### config.mk
export PLATFORM = sky130hd
export DESIGN_NAME = block_irq_and_pc_monitor
export DESIGN_NICKNAME = d
export VERILOG_FILES = /design/src/rtl/blk_mon_pkg.sv /design/src/rtl/block_counter.sv /design/src/rtl/pc_peak_tracker.sv /design/src/rtl/block_irq_and_pc_monitor.sv
export SDC_FILE = /design/constraint.sdc
export NUM_CORES = 1
export LEC_CHECK = 0
export BUFFER_PORTS_ARGS = -buffer_cell sky130_fd_sc_hd__buf_2
export CAP_MARGIN = 30
export CORE_MARGIN = 4
export CORE_UTILIZATION = 37
export CTS_BUF_LIST = sky130_fd_sc_hd__clkbuf_4 sky130_fd_sc_hd__clkbuf_8
export DETAILED_ROUTE_END_ITERATION = 7
export GPL_TIMING_DRIVEN = 0
export HOLD_SLACK_MARGIN = 0.1
export PLACE_DENSITY = 0.59
export SLEW_MARGIN = 40
export SYNTH_ARGS = -nofsm -noshare
export SYNTH_HDL_FRONTEND = slang
export SYNTH_SLANG_ARGS = --single-unit
### constraint.sdc
create_clock -name sys_clk_in -period 4.1 [get_ports sys_clk_in]
set_clock_uncertainty 0.05 [all_clocks]
set_input_delay 0.41 -clock sys_clk_in [delete_from_list [all_inputs] [get_ports sys_clk_in]]
set_output_delay 0.41 -clock sys_clk_in [all_outputs]
set_load 0.02 [all_outputs]
### src/rtl/blk_mon_pkg.sv
// Constants shared by the block-interrupt counter and the program-counter monitor.
// Assumes a 16-bit register port with word offsets and a 24-bit core program counter.
package blk_mon_pkg;

  localparam int unsigned ADDR_W  = 16;
  localparam int unsigned DATA_W  = 16;
  localparam int unsigned PC_W    = 24;
  localparam int unsigned PC_LO_W = 16;
  localparam int unsigned PC_HI_W = 8;
  localparam int unsigned LEN_W   = 16;

  // Register offsets, one 16-bit word each
  localparam logic [ADDR_W-1:0] ADDR_BLOCK_IRQ_ENABLE  = 16'hf450;
  localparam logic [ADDR_W-1:0] ADDR_BLOCK_LENGTH      = 16'hf451;
  localparam logic [ADDR_W-1:0] ADDR_PC_UPPER          = 16'hf460;
  localparam logic [ADDR_W-1:0] ADDR_PC_LOWER          = 16'hf461;
  localparam logic [ADDR_W-1:0] ADDR_PC_FREEZE_CLEAR   = 16'hf462;
  localparam logic [ADDR_W-1:0] ADDR_FRAME_PEAK_UPPER  = 16'hf463;
  localparam logic [ADDR_W-1:0] ADDR_FRAME_PEAK_LOWER  = 16'hf464;
  localparam logic [ADDR_W-1:0] ADDR_ALLTIME_PEAK_UPPER = 16'hf465;
  localparam logic [ADDR_W-1:0] ADDR_ALLTIME_PEAK_LOWER = 16'hf466;

  // Field positions
  localparam int unsigned BLOCK_IRQ_ENABLE_BIT = 0;
  localparam int unsigned PC_FREEZE_CLEAR_BIT  = 0;
  localparam int unsigned PC_UPPER_LSB         = 16;

  // Reset values and the count step
  localparam logic [DATA_W-1:0] WORD_RESET      = 16'h0000;
  localparam logic [LEN_W-1:0]  BLOCK_LEN_RESET = 16'h0000;
  localparam logic [PC_W-1:0]   PC_RESET        = 24'h000000;
  localparam logic [LEN_W-1:0]  COUNT_STEP      = 16'h0001;

  // Clear control: running or held cleared
  typedef enum logic [0:0] {
    CLR_RUN,
    CLR_HELD
  } clear_state_e;

endpackage

### src/rtl/block_counter.sv
// Block counter: counts frame-start pulses and pulses when the block length is reached.
// Assumes frame_start_in is a one-cycle pulse from logic on sys_clk_in.
`timescale 1ns/1ps
module block_counter (
  input  wire logic                          sys_clk_in,
  input  wire logic                          resetn_in,
  input  wire logic                          clk_en_in,
  input  wire logic                          enable_in,
  input  wire logic                          frame_start_in,
  input  wire logic [blk_mon_pkg::LEN_W-1:0] length_in,
  output logic                               block_irq_out,
  output logic [blk_mon_pkg::LEN_W-1:0]      count_out
);

  typedef struct packed {
    logic [blk_mon_pkg::LEN_W-1:0] count;
    logic                          irq;
  } cnt_state_s;

  cnt_state_s                    state_q;
  cnt_state_s                    state_d;
  logic [blk_mon_pkg::LEN_W-1:0] count_next;

  always_comb begin
    state_d     = state_q;
    state_d.irq = 1'b0;
    count_next  = blk_mon_pkg::LEN_W'(state_q.count + blk_mon_pkg::COUNT_STEP);
    if (!enable_in) begin
      state_d.count = blk_mon_pkg::BLOCK_LEN_RESET;
    end else if (frame_start_in) begin
      if (count_next == length_in) begin
        state_d.irq   = 1'b1;
        state_d.count = blk_mon_pkg::BLOCK_LEN_RESET;
      end else begin
        state_d.count = count_next;
      end
    end
  end

  always_ff @(posedge sys_clk_in or negedge resetn_in) begin
    if (!resetn_in) begin
      state_q <= '0;
    end else if (clk_en_in) begin
      state_q <= state_d;
    end
  end

  assign block_irq_out = state_q.irq;
  assign count_out     = state_q.count;

endmodule

### src/rtl/pc_peak_tracker.sv
// Program-counter peak tracker: running peak, last frame or block peak, all-time peak.
// Assumes pc_in is the monitor's held program counter, already zero while cleared.
`timescale 1ns/1ps
module pc_peak_tracker (
  input  wire logic                         sys_clk_in,
  input  wire logic                         resetn_in,
  input  wire logic                         clk_en_in,
  input  wire logic [blk_mon_pkg::PC_W-1:0] pc_in,
  input  wire logic                         boundary_in,
  input  wire logic                         clear_in,
  input  wire logic                         alltime_reset_in,
  output logic [blk_mon_pkg::PC_W-1:0]      frame_peak_out,
  output logic [blk_mon_pkg::PC_W-1:0]      alltime_peak_out
);

  typedef struct packed {
    logic [blk_mon_pkg::PC_W-1:0] run_peak;
    logic [blk_mon_pkg::PC_W-1:0] frame_peak;
    logic [blk_mon_pkg::PC_W-1:0] alltime;
  } peak_state_s;

  peak_state_s                  state_q;
  peak_state_s                  state_d;
  logic [blk_mon_pkg::PC_W-1:0] run_max;

  always_comb begin
    state_d = state_q;
    run_max = (pc_in > state_q.run_peak) ? pc_in : state_q.run_peak;
    if (clear_in) begin
      state_d.run_peak   = blk_mon_pkg::PC_RESET;
      state_d.frame_peak = blk_mon_pkg::PC_RESET;
    end else if (boundary_in) begin
      state_d.frame_peak = run_max;
      state_d.run_peak   = pc_in;
    end else begin
      state_d.run_peak = run_max;
    end
    if (alltime_reset_in) begin
      state_d.alltime = blk_mon_pkg::PC_RESET;
    end else if (!clear_in && run_max > state_q.alltime) begin
      state_d.alltime = run_max;
    end
  end

  always_ff @(posedge sys_clk_in or negedge resetn_in) begin
    if (!resetn_in) begin
      state_q <= '0;
    end else if (clk_en_in) begin
      state_q <= state_d;
    end
  end

  assign frame_peak_out   = state_q.frame_peak;
  assign alltime_peak_out = state_q.alltime;

endmodule

### src/rtl/block_irq_and_pc_monitor.sv
// Block-interrupt generator and program-counter monitor with its register port.
// Assumes frame_start_in and pc_value_in come from core logic on sys_clk_in.
//
// What this block does
// - Block interrupts only while enable bit is 1
// - Frame-start pulse advances the block counter
// - Count equals length: interrupt, counter restarts
// - Block length is 16-bit read-write, resets zero
// - Live program counter readable, upper and lower
// - Clear bit holds counter zero, frozen
// - Clear then release resets all-time maximum
// - Record peak of last frame or block
// - Clear control also clears last-frame peak
// - Record highest peak since core started
// - Peak records 24-bit read-only, split, reset zero
//
// Local design decision: the address-and-strobe port.
`timescale 1ns/1ps
module block_irq_and_pc_monitor (
  input  wire logic                           sys_clk_in,
  input  wire logic                           resetn_in,
  input  wire logic                           clk_en_in,
  input  wire logic                           frame_start_in,
  input  wire logic [blk_mon_pkg::PC_W-1:0]   pc_value_in,
  input  wire logic [blk_mon_pkg::ADDR_W-1:0] addr_in,
  input  wire logic [blk_mon_pkg::DATA_W-1:0] wdata_in,
  input  wire logic                           wr_in,
  input  wire logic                           rd_in,
  output logic [blk_mon_pkg::DATA_W-1:0]      rdata_out,
  output logic                                block_irq_out,
  output logic                                boundary_out,
  output logic                                pc_freeze_out
);

  typedef struct packed {
    logic                             irq_enable;
    logic [blk_mon_pkg::LEN_W-1:0]    block_length;
    logic                             clear;
    blk_mon_pkg::clear_state_e        clr_state;
    logic                             alltime_reset;
    logic [blk_mon_pkg::PC_W-1:0]     pc;
    logic [blk_mon_pkg::DATA_W-1:0]   rdata;
    logic                             irq;
    logic                             boundary;
  } mon_state_s;

  mon_state_s                     state_q;
  mon_state_s                     state_d;
  logic                           cnt_irq;
  logic [blk_mon_pkg::LEN_W-1:0]  cnt_value;
  logic [blk_mon_pkg::PC_W-1:0]   frame_peak;
  logic [blk_mon_pkg::PC_W-1:0]   alltime_peak;
  logic                           boundary;
  logic                           wr_enable;
  logic                           wr_length;
  logic                           wr_clear;
  logic [blk_mon_pkg::DATA_W-1:0] read_word;

  // Frame boundary normally, block boundary once block interrupts are on
  assign boundary = state_q.irq_enable ? cnt_irq : frame_start_in;

  block_counter u_block_counter (
    .sys_clk_in     (sys_clk_in),
    .resetn_in      (resetn_in),
    .clk_en_in      (clk_en_in),
    .enable_in      (state_q.irq_enable),
    .frame_start_in (frame_start_in),
    .length_in      (state_q.block_length),
    .block_irq_out  (cnt_irq),
    .count_out      (cnt_value)
  );

  pc_peak_tracker u_pc_peak_tracker (
    .sys_clk_in       (sys_clk_in),
    .resetn_in        (resetn_in),
    .clk_en_in        (clk_en_in),
    .pc_in            (state_q.pc),
    .boundary_in      (boundary),
    .clear_in         (state_q.clear),
    .alltime_reset_in (state_q.alltime_reset),
    .frame_peak_out   (frame_peak),
    .alltime_peak_out (alltime_peak)
  );

  assign wr_enable = wr_in && (addr_in == blk_mon_pkg::ADDR_BLOCK_IRQ_ENABLE);
  assign wr_length = wr_in && (addr_in == blk_mon_pkg::ADDR_BLOCK_LENGTH);
  assign wr_clear  = wr_in && (addr_in == blk_mon_pkg::ADDR_PC_FREEZE_CLEAR);

  // Read mux; reserved bits and unmapped offsets read as zero
  always_comb begin
    read_word = blk_mon_pkg::WORD_RESET;
    case (addr_in)
      blk_mon_pkg::ADDR_BLOCK_IRQ_ENABLE: begin
        read_word[blk_mon_pkg::BLOCK_IRQ_ENABLE_BIT] = state_q.irq_enable;
      end
      blk_mon_pkg::ADDR_BLOCK_LENGTH: begin
        read_word = state_q.block_length;
      end
      blk_mon_pkg::ADDR_PC_UPPER: begin
        read_word[blk_mon_pkg::PC_HI_W-1:0] =
          state_q.pc[blk_mon_pkg::PC_W-1:blk_mon_pkg::PC_UPPER_LSB];
      end
      blk_mon_pkg::ADDR_PC_LOWER: begin
        read_word = state_q.pc[blk_mon_pkg::PC_LO_W-1:0];
      end
      blk_mon_pkg::ADDR_PC_FREEZE_CLEAR: begin
        read_word[blk_mon_pkg::PC_FREEZE_CLEAR_BIT] = state_q.clear;
      end
      blk_mon_pkg::ADDR_FRAME_PEAK_UPPER: begin
        read_word[blk_mon_pkg::PC_HI_W-1:0] =
          frame_peak[blk_mon_pkg::PC_W-1:blk_mon_pkg::PC_UPPER_LSB];
      end
      blk_mon_pkg::ADDR_FRAME_PEAK_LOWER: begin
        read_word = frame_peak[blk_mon_pkg::PC_LO_W-1:0];
      end
      blk_mon_pkg::ADDR_ALLTIME_PEAK_UPPER: begin
        read_word[blk_mon_pkg::PC_HI_W-1:0] =
          alltime_peak[blk_mon_pkg::PC_W-1:blk_mon_pkg::PC_UPPER_LSB];
      end
      blk_mon_pkg::ADDR_ALLTIME_PEAK_LOWER: begin
        read_word = alltime_peak[blk_mon_pkg::PC_LO_W-1:0];
      end
      default: begin
        read_word = blk_mon_pkg::WORD_RESET;
      end
    endcase
  end

  always_comb begin
    state_d               = state_q;
    state_d.alltime_reset = 1'b0;

    // Register writes
    if (wr_enable) begin
      state_d.irq_enable = wdata_in[blk_mon_pkg::BLOCK_IRQ_ENABLE_BIT];
    end
    if (wr_length) begin
      state_d.block_length = wdata_in;
    end
    if (wr_clear) begin
      state_d.clear = wdata_in[blk_mon_pkg::PC_FREEZE_CLEAR_BIT];
    end

    // Clear control: a release after a hold resets the all-time record
    unique case (state_q.clr_state)
      blk_mon_pkg::CLR_RUN: begin
        if (state_q.clear) begin
          state_d.clr_state = blk_mon_pkg::CLR_HELD;
        end
      end
      blk_mon_pkg::CLR_HELD: begin
        if (!state_q.clear) begin
          state_d.clr_state     = blk_mon_pkg::CLR_RUN;
          state_d.alltime_reset = 1'b1;
        end
      end
    endcase

    // Program counter: held at zero while clear is set
    if (state_q.clear) begin
      state_d.pc = blk_mon_pkg::PC_RESET;
    end else begin
      state_d.pc = pc_value_in;
    end

    // Read data stands only in the cycle after the read strobe
    state_d.rdata = rd_in ? read_word : blk_mon_pkg::WORD_RESET;

    state_d.irq      = cnt_irq && state_q.irq_enable;
    state_d.boundary = boundary;
  end

  always_ff @(posedge sys_clk_in or negedge resetn_in) begin
    if (!resetn_in) begin
      state_q <= '0;
    end else if (clk_en_in) begin
      state_q <= state_d;
    end
  end

  assign rdata_out     = state_q.rdata;
  assign block_irq_out = state_q.irq;
  assign boundary_out  = state_q.boundary;
  assign pc_freeze_out = state_q.clear;

endmodule

==> results of run 1 <==
## state kept, by name, indices dropped and copies added (netlist names)
register	cells
block_irq_out	1
boundary_out	1
pc_freeze_out	1
u_pc_peak_tracker.state_q	24
state_q	43
u_pc_peak_tracker.alltime_peak_out	24
u_block_counter.count_out	16
u_pc_peak_tracker.frame_peak_out	24
u_block_counter.block_irq_out	1
rdata_out	16
## final timing paths
path | endpoint
min reg2reg | rdata_out[2]$_DFFE_PN0P_
max | u_pc_peak_tracker.alltime_peak_out[15]$_DFFE_PN0P_
max reg2reg | u_pc_peak_tracker.alltime_peak_out[15]$_DFFE_PN0P_
min | state_q[19]$_DFFE_PN0P_
max in group asynchronous | state_q[41]$_DFFE_PN0P_
min in group asynchronous | state_q[59]$_DFFE_PN0P_
## synth_stat cells (11+ instances only)
| cell type | n |
|---|---|
| dfrtp_1 | 151 |
| o21ai_1 | 23 |
| nand4_1 | 14 |
| clkbuf_1 | 28 |
| nand3_1 | 26 |
| a21oi_1 | 23 |
| nand2_1 | 55 |
| a21o_1 | 30 |
| nand3b_1 | 24 |
| a22o_1 | 26 |
| or4_1 | 14 |
| buf_2 | 11 |
| mux2_2 | 13 |
| o2bb2ai_2 | 20 |
| buf_4 | 22 |
| mux2i_1 | 28 |
| a22oi_1 | 16 |
| nor2_1 | 14 |
| ha_1 | 49 |
| o21ai_0 | 56 |
| a222oi_1 | 15 |
| inv_1 | 98 |
| o2bb2ai_1 | 12 |
## power by group through the flow
stage | Clock [mW] | Sequential, mW | Combinational (mW)
global route | 1.36 | 2.04 | 2.65
finish | 1.26 | 2.01 | 2.45
CTS | 1.29 | 2.00 | 2.13
floorplan | 0 | 1.94 | 1.31
global placement | 0 | 2.01 | 1.65
detailed placement | 0 | 2.02 | 1.69
## critical path, cell delays in order (launching register included)
cell       delay, ns
dfrtp_1         0.39
inv_2           0.06
ha_4            0.26
nand4_1         0.17
or4_4           0.57
nor2_4          0.11
o31a_1          0.18
o21ai_4         0.07
buf_12          0.14
buf_6           0.12
buf_16          0.14
buf_6           0.12
mux2i_4         0.22
inv_2           0.08
ha_4            0.27
nand4_1         0.17
buf_4           0.19
or4_4           0.49
nand2_4         0.09
a2bb2oi_4       0.19
buf_12          0.15
clkbuf_16       0.16
o2bb2ai_2       0.09
## logic make-up after synthesis
logic type / count (synthesis) / synth area share (%)
AO/OA/AOI/OAI: 255 / 21.3
AND/OR/NAND/NOR: 207 / 13.4
buffers and inverters: 167 / 8.70
flip-flops: 151 / 42.2
adder cells (fa/ha/maj): 49 / 6.84
multiplexers: 48 / 5.64
XOR/XNOR: 20 / 1.95
## per-layer routing
layer / global-route usage [%] / vias up / wire length, µm
li1: - / 3550 / -
met1: 26.9 / 3640 / 12100
met2: 31.6 / 156 / 12500
met3: 3.26 / 22 / 1020
met4: 5.22 / 0 / 405
met5: 0 / - / 0
## cell type report
cell class / instances / area [µm²]
buffer: 68 / 452
timing repair buffer: 137 / 1060
multi-input combinational: 579 / 4880
tap: 319 / 399
clock buffer: 20 / 263
sequential: 151 / 3790
clock inverter: 12 / 165
fill: 2259 / 12300
inverter: 99 / 372
## through the flow
stage          worst slack, ns  power, mW  TNS (ns)
6_report                -0.471       5.73    -10.71
3_3_place_gp            -0.749       3.66    -17.23
5_1_grt                 -0.603       6.05    -13.99
2_1_floorplan          -0.0878       3.25     -1.76
4_1_cts                 -0.492       5.42    -11.08
3_5_place_dp            -0.762       3.71    -17.31
## what timing repair did
action	4_1_cts	5_1_grt
endpoints found under the setup margin	24	24
hold endpoints to repair	64	0
pin swaps	7	7
hold buffers	18	0
cloned	2	3
buffers inserted	23	15
gates resized for setup	50	39
==> flow_summary_export.csv, run 1 <==
group,metric,value,unit
run_status,status,"finished, violations left",
run_status,violations,"setup timing",
cts,htreeDepth,4,
yosys,avgSynthCellArea,9.99,µm²
cells_and_area,post-route-cell-area,11400,µm²
cts,cts_tree,"built",
cts,clock_latency,0.49,ns
cells_and_area,syn_to_final_growth,27.0,%
power,p_int,3.70,mW
yosys,yosys_register_bits,151,
yosys,synth_area_leaders,"dfrtp_1 42%, ha_1 6.8%, inv_1 4.1%",
yosys,netlist_area,8960,µm²
floorplan,rows,56,
drt,antenna_left,0,
floorplan,dieHeight,164,µm
timing,relSlewSlack,40.3,%
timing,rsz0062_at_grt,"yes",
yosys,ys_warn_count,0,
drt,post_drt_via_cell_ratio,5.32,
global_route,grt_pass1_wl,40200,µm
hold_path,hold_class,"primary input to flip-flop",
yosys,yosys_most_used_dff,"dfrtp_1",
placement,gp_congestion,0.880,
yosys,syn-instance-count,897,
cts,clockBufferDepth,2,
timing,final_max_slew_viol_count,0,
hold_path,hp-start,"pc_value_in[1]",
drt,wirelength,26000,µm
timing,fin_crit_sh,111,%
power,power.density,503,nW/µm²
timing,fmax,0.219,GHz
yosys,yosysTopAreaCell,"dfrtp_1",
floorplan,initial_core_util,37.8,%
floorplan,design.core.area,23700,µm²
drt,num_vias,7368,
timing,hold_ws,0.110,ns
global_route,grt_max_degree,56,
critical_path,cp-end-kind,"flip-flop",
floorplan,die_w,164,µm
global_route,first_global_vias,7368,
cells_and_area,final_common_cell,"dfrtp_1",
critical_path,start_kind,"flip-flop",
drt,route.detailed.drc,0,
critical_path,crit_start,"u_pc_peak_tracker.state_q[66]$_DFFE_PN0P_",
floorplan,io_pins,81,
critical_path,r2r_start,"u_pc_peak_tracker.state_q[66]$_DFFE_PN0P_",
power,p_clk_share,22.0,%
global_route,grt_use_total,19.4,%
cells_and_area,utilization,48.1,%
power,combinationalPowerShare,42.8,%
cells_and_area,drive_above_1_share,28.0,%
timing,timing.final.crit_period,4.57,ns
drt,first_pass_iters,5,
global_route,grt_overflow,0,
cells_and_area,nets,1164,
timing,worstMarginPinSlew,0.891,ns
power,switchingPower,2.03,mW
placement,dp_cells,1296,
drt,drt_iter0_markers,472,
cells_and_area,antennaDiodeCount,0,
yosys,synth_nets,1008,
power,p_leak,5.26,nW
placement,portBuffers,78,
critical_path,required,4.46,ns
cells_and_area,finalNonFillerCells,1385,
global_route,antenna_found_initial,0,
power,switching_share,35.5,%
critical_path,reg2reg_depth,22,
power,p_seq_share,35.1,%
yosys,synth_top_area_share,42.2,%
timing,setup_viol,24,
critical_path,rrSetupSlack,-0.47,ns
cells_and_area,final_cell_mix,"139 x dfrtp_1, 91 x inv_1, 88 x buf_2",
yosys,synth.distinct_cells,69,
cts,cts.sinks,151,
flow_run,max_cap_viol_count,0,
hold_path,hold_depth,3,
yosys,synth-seq-area-share,42.2,%
floorplan,dieArea,26800,µm²
critical_path,arrival,4.93,ns
timing,finalHoldViolations,0,
critical_path,path_class,"flip-flop to flip-flop",
yosys,ys_async_sr_fraction,100,%
cts,numCtsBuffers,17,
timing,fin_ws,-0.471,ns
cts,clockRootBuffer,"clkbuf_8",
power,ir_drop,0.196,mV
placement,placed_area,9930,µm²
critical_path,critPathMaxFanout,6,
cts,clk_pin_slew,0.10,ns
drt,routedWlPerCell,18.8,µm
placement,hpwlAfterDp,19200,µm
yosys,synth_edf_count,0,
Note: power is estimated with default switching activity, not from simulation.
==> run 2: changes to the inputs <==
- REMOVE_ABC_BUFFERS: default -> 1
==> run 2 against run 1 <==
- non-clock buffer count down 65
- combinational power about the same
- cell count fell by 4.5%
- global-route usage is 0.33 points higher
- register-to-register slack got worse by 0.13 ns
- routed wire length fell by 0.25%
- design area is 3.3% lower
- sequential cell count unchanged
- clock power fell by 13%
- worst hold slack gained 0.018 ns
- die area unchanged
- critical path depth fell by 4
- the flow still finishes with violations (setup timing)
==> flow_summary_export.csv, run 2 (synthesis gave the netlist of run 1 again) <==
group,metric,value,unit
drt,routedWlPerCell,19.6,µm
critical_path,arrival,5.04,ns
floorplan,dieArea,26800,µm²
cells_and_area,final_common_cell,"dfrtp_1",
placement,portBuffers,80,
drt,wirelength,25900,µm
cells_and_area,antennaDiodeCount,0,
critical_path,path_cells,"ha_1 -> a21o_1 -> a21oi_1 -> nor2b_1 -> o31a_1 -> o21ai_4 -> buf_12 -> mux2i_4 -> inv_2 -> ha_4 -> and3_4 -> nand3_4 -> or3_4 -> o41ai_4 -> nor4_4 -> buf_4 -> or3_4 -> o2bb2ai_2",
cts,clockBufferDepth,2,
critical_path,cp-end-kind,"flip-flop",
cts,clk_pin_slew,0.09,ns
critical_path,rr_endpoint,"u_pc_peak_tracker.alltime_peak_out[20]$_DFFE_PN0P_",
cts,numCtsBuffers,17,
cts,cts.sinks,151,
global_route,first_global_vias,7253,
cells_and_area,utilization,46.5,%
cts,clockRootBuffer,"clkbuf_8",
floorplan,die_w,164,µm
floorplan,rows,56,
global_route,grt_pass1_wl,41000,µm
critical_path,crit_family,"compound AO/OA/AOI/OAI gates",
placement,gp_congestion,0.880,
timing,fin_ws,-0.601,ns
critical_path,path_class,"flip-flop to flip-flop",
critical_path,worst-path-stages,18,
critical_path,r2r_start,"state_q[23]$_DFFE_PN0P_",
timing,timing.final.crit_period,4.70,ns
cells_and_area,largest_reg_flops,43,
critical_path,slowest_stage,"dfrtp_1",
critical_path,start_kind,"flip-flop",
critical_path,cp_common_cell,"or3_4",
timing,fmax,0.213,GHz
drt,antenna_left,0,
cts,clock_latency,0.46,ns
drt,route.detailed.drc,0,
drt,drt_iter0_markers,629,
placement,hpwlAfterDp,16500,µm
critical_path,critPathMaxFanout,8,
cells_and_area,nets,1102,
cells_and_area,final_cell_mix,"139 x dfrtp_1, 92 x inv_1, 78 x buf_2",
global_route,antenna_found_initial,0,
placement,placed_area,9560,µm²
critical_path,reg2reg_depth,18,
floorplan,io_pins,81,
floorplan,initial_core_util,37.8,%
drt,post_drt_via_cell_ratio,5.57,
flow_run,max_cap_viol_count,0,
critical_path,crit_start,"state_q[23]$_DFFE_PN0P_",
hold_path,hold_class,"primary input to flip-flop",
global_route,grt_max_degree,65,
power,p_leak,5.01,nW
cells_and_area,regMostFlops,"state_q",
placement,dp_slack,-1.40,ns
run_status,status,"finished, violations left",
power,power.density,501,nW/µm²
cells_and_area,finalNonFillerCells,1323,
power,total_power,5.51,mW
power,ir_drop,0.248,mV
timing,rsz0062_at_grt,"yes",
cts,htreeDepth,4,
drt,num_vias,7372,
critical_path,max_stage_delay,0.46,ns
timing,worstMarginPinSlew,0.856,ns
cells_and_area,drive_above_1_share,29.4,%
critical_path,worstPathBufferInverterCount,3,
cells_and_area,syn_to_final_growth,22.9,%
timing,setup_viol,24,
floorplan,design.core.area,23700,µm²
timing,relSlewSlack,42.7,%
cts,cts_tree,"built",
critical_path,required,4.44,ns
timing,final_max_slew_viol_count,0,
timing,finalHoldViolations,0,
global_route,grt_use_total,19.8,%
floorplan,dieHeight,164,µm
placement,dp_cells,1235,
global_route,grt_overflow,0,
critical_path,endpoint,"u_pc_peak_tracker.alltime_peak_out[20]$_DFFE_PN0P_",
drt,first_pass_iters,6,
run_status,violations,"setup timing",
timing,fin_crit_sh,115,%
critical_path,rrSetupSlack,-0.60,ns
cells_and_area,post-route-cell-area,11000,µm²
## run 2: changes by cell type in the layout (fill, tap and decap cells not counted), moves of 4 or more
cell / delta
clkbuf_1: -28
ha_4: +4
buf_2: -10
o2bb2ai_2: +4
dlygate4sd3_1: -9
buf_4: -7
## run 2: what timing repair did
action / in CTS / in global routing
endpoints found under the hold margin: 52 / 1
cloned: 4 / 0
buffers inserted: 32 / 13
gates resized for setup: 72 / 39
setup endpoints to repair: 24 / 24
pin swaps: 20 / 28
hold buffers: 8 / 1
## run 2: layer usage
metal	up-vias	track usage, %	part of all wire (%)
li1	3429	-	-
met1	3681	27.6	45
met2	224	31.3	47
met3	38	3.56	5.8
met4	0	6.10	2.1
met5	-	0	0
## run 2: cell type report
cell class	count	area (µm²)
Fill cell	2262	12700
Multi-Input combinational cell	582	5050
Sequential cell	151	3790
Timing Repair Buffer	140	1030
Tap cell	319	399
Inverter	99	374
Clock buffer	22	297
Clock inverter	10	71.3
## run 2: report_power, final
group / internal [mW] / total (mW) / switching [mW]
Combinational: 1.23 / 2.43 / 1.19
Clock: 0.489 / 1.09 / 0.600
Sequential: 1.75 / 2.00 / 0.248
Total: 3.47 / 5.51 / 2.04
## run 2: through the flow
stage / hold WS [ns] / setup TNS (ns)
floorplan: 0.0644 / -34.12
global placement: 0.412 / -73.61
detailed placement: 0.286 / -32.58
CTS: 0.101 / -10.60
global route: 0.107 / -16.79
finish: 0.127 / -13.04
## run 2: worst min-delay path, stage by stage
cell      delay (ns)
buf_2           0.07
nand3b_1        0.06
o21ai_0         0.06
## run 2: how the worst min path moves through the flow
stage                             start                   endpoint  cells after the start
2_1_floorplan                 resetn_in  block_irq_out$_DFFE_PN0P_                      0
3_5_place_dp                  resetn_in    state_q[53]$_DFFE_PN0P_                      1
4_1_cts                    wdata_in[13]    state_q[58]$_DFFE_PN0P_                      2
5_1_grt                    wdata_in[15]    state_q[60]$_DFFE_PN0P_                      2
6_report                pc_value_in[14]    state_q[32]$_DFFE_PN0P_                      3
3_3_place_gp   rdata_out[0]$_DFFE_PN0P_   rdata_out[0]$_DFFE_PN0P_                      1
==> run 3: changes to the inputs <==
- SETUP_SLACK_MARGIN: default -> 0.5
- SKIP_CTS_REPAIR_TIMING: default -> 1
==> run 3 against run 2 <==
- the run still ends with setup timing left
- via count fell by 1.2%
- register-to-register slack got worse by 0.07 ns
- fmax is 1.5% lower
- design area down 1.7%
- largest power group unchanged
- sequential share of layout area is 0.59 points higher
- routed wire length fell by 1.3%
- first-iteration DRC count shrank 4.3%
- core utilization down 0.81 points
==> flow_summary_export.csv, run 3 (synthesis gave the netlist of run 1 again) <==
group,metric,value,unit
power,power.density,491,nW/µm²
timing,fin_crit_sh,116,%
power,ir_drop,0.225,mV
critical_path,crit_start,"state_q[34]$_DFFE_PN0P_",
global_route,antenna_found_initial,0,
drt,wirelength,25600,µm
cts,htreeDepth,4,
cells_and_area,largest_reg_flops,43,
timing,rsz0062_at_grt,"yes",
hold_path,hp-start,"wdata_in[5]",
critical_path,reg2reg_depth,22,
power,p_leak,5.00,nW
cells_and_area,drive_above_1_share,26.7,%
critical_path,endpoint,"u_pc_peak_tracker.alltime_peak_out[4]$_DFFE_PN0P_",
power,p_clk_share,20.5,%
global_route,grt_use_total,18.6,%
global_route,grt_pass1_wl,38700,µm
timing,finalHoldViolations,0,
run_status,status,"finished, violations left",
timing,final_max_slew_viol_count,0,
run_status,violations,"setup timing",
cells_and_area,nets,1096,
placement,gp_congestion,0.880,
global_route,grt_overflow,0,
cts,clock_latency,0.46,ns
cells_and_area,final_common_cell,"dfrtp_1",
power,total_power,5.31,mW
cells_and_area,finalNonFillerCells,1317,
drt,num_vias,7285,
floorplan,initial_core_util,37.8,%
critical_path,r2r_start,"state_q[34]$_DFFE_PN0P_",
power,p_int,3.35,mW
cts,numCtsBuffers,17,
hold_path,hold_class,"primary input to flip-flop",
power,switchingPower,1.96,mW
critical_path,start_kind,"flip-flop",
cts,clockRootBuffer,"clkbuf_8",
critical_path,required,4.44,ns
drt,post_drt_via_cell_ratio,5.53,
cts,cts_tree,"built",
critical_path,rr_endpoint,"u_pc_peak_tracker.alltime_peak_out[4]$_DFFE_PN0P_",
critical_path,rrSetupSlack,-0.67,ns
timing,setup_viol,24,
power,switching_share,36.9,%
timing,worstMarginPinSlew,0.860,ns
floorplan,rows,56,
timing,fmax,0.210,GHz
cells_and_area,final_cell_mix,"141 x dfrtp_1, 96 x inv_1, 78 x buf_2",
placement,hpwlAfterDp,16500,µm
critical_path,path_class,"flip-flop to flip-flop",
drt,first_pass_iters,8,
cts,clockBufferDepth,2,
floorplan,dieArea,26800,µm²
global_route,first_global_vias,6911,
power,p_seq_share,37.6,%
cts,clk_pin_slew,0.09,ns
drt,drt_iter0_markers,602,
global_route,grt_max_degree,65,
placement,portBuffers,80,
floorplan,die_w,164,µm
timing,relSlewSlack,42.4,%
floorplan,design.core.area,23700,µm²
drt,antenna_left,0,
floorplan,io_pins,81,
timing,timing.final.crit_period,4.77,ns
drt,route.detailed.drc,0,
placement,dp_cells,1235,
cells_and_area,regMostFlops,"state_q",
hold_path,hold_depth,2,
power,combinationalPowerShare,41.9,%
cells_and_area,antennaDiodeCount,0,
critical_path,arrival,5.12,ns
floorplan,dieHeight,164,µm
flow_run,max_cap_viol_count,0,
critical_path,critPathMaxFanout,7,
cells_and_area,syn_to_final_growth,20.7,%
drt,routedWlPerCell,19.4,µm
timing,fin_ws,-0.673,ns
critical_path,cp-end-kind,"flip-flop",
cts,cts.sinks,151,
## run 3: metal layers
metal | up-vias | track usage (%) | share of wire (%)
met3 | 38 | 3.91 | 6.3
met2 | 229 | 28.8 | 46
met4 | 0 | 5.57 | 2.3
li1 | 3413 | - | -
met1 | 3605 | 26.2 | 45
met5 | - | 0 | 0
## run 3: through the flow
step | worst slack, ns | area [µm²] | hold WS, ns | setup TNS (ns) | utilization [%]
global route | -0.784 | 10800 | 0.111 | -18.29 | 45.7
detailed placement | -1.40 | 9560 | 0.286 | -32.58 | 40.4
global placement | -2.77 | 9350 | 0.412 | -73.61 | 39.5
CTS | -1.45 | 9930 | -0.215 | -33.73 | 41.9
floorplan | -1.46 | 8550 | 0.0644 | -34.12 | -
finish | -0.673 | 10800 | 0.122 | -15.57 | 45.7
## run 3: worst min-delay path by stage
stage,to,slack (ns)
5_1_grt,state_q[60]$_DFFE_PN0P_,0.11
3_3_place_gp,rdata_out[0]$_DFFE_PN0P_,0.41
4_1_cts,state_q[53]$_DFFE_PN0P_,-0.22
2_1_floorplan,block_irq_out$_DFFE_PN0P_,0.06
3_5_place_dp,state_q[53]$_DFFE_PN0P_,0.29
6_report,state_q[50]$_DFFE_PN0P_,0.12
## run 3: final cells by class
type / instances / area (µm²)
Fill cell: 2300 / 12900
Multi-Input combinational cell: 582 / 4880
Sequential cell: 151 / 3790
Timing Repair Buffer: 134 / 1000
Tap cell: 319 / 399
Inverter: 99 / 374
Clock buffer: 22 / 297
Clock inverter: 10 / 71.3
## run 3: power by group through the flow
stage,sequential [mW],clock (mW),combinational [mW]
5_1_grt,2.03,1.16,2.43
3_5_place_dp,2.00,0,1.60
4_1_cts,1.98,1.12,1.62
2_1_floorplan,1.94,0,1.13
3_3_place_gp,1.99,0,1.49
6_report,2.00,1.09,2.23
## run 3: worst max-delay path: stages (launching register included)
cell and delay, ns:
dfrtp_2 0.46, ha_1 0.31, nand4_1 0.22, or4_4 0.51, nor2_4 0.13, o31a_1 0.20, o21ai_4 0.08, buf_12 0.15
buf_6 0.11, clkbuf_16 0.15, buf_6 0.12, mux2i_4 0.23, inv_1 0.08, ha_2 0.18, a21o_1 0.15, a21o_1 0.16
a21oi_2 0.12, o21a_1 0.14, nor2_2 0.06, nor4_4 0.45, a2bb2oi_4 0.31, clkbuf_16 0.23, o2bb2ai_4 0.10
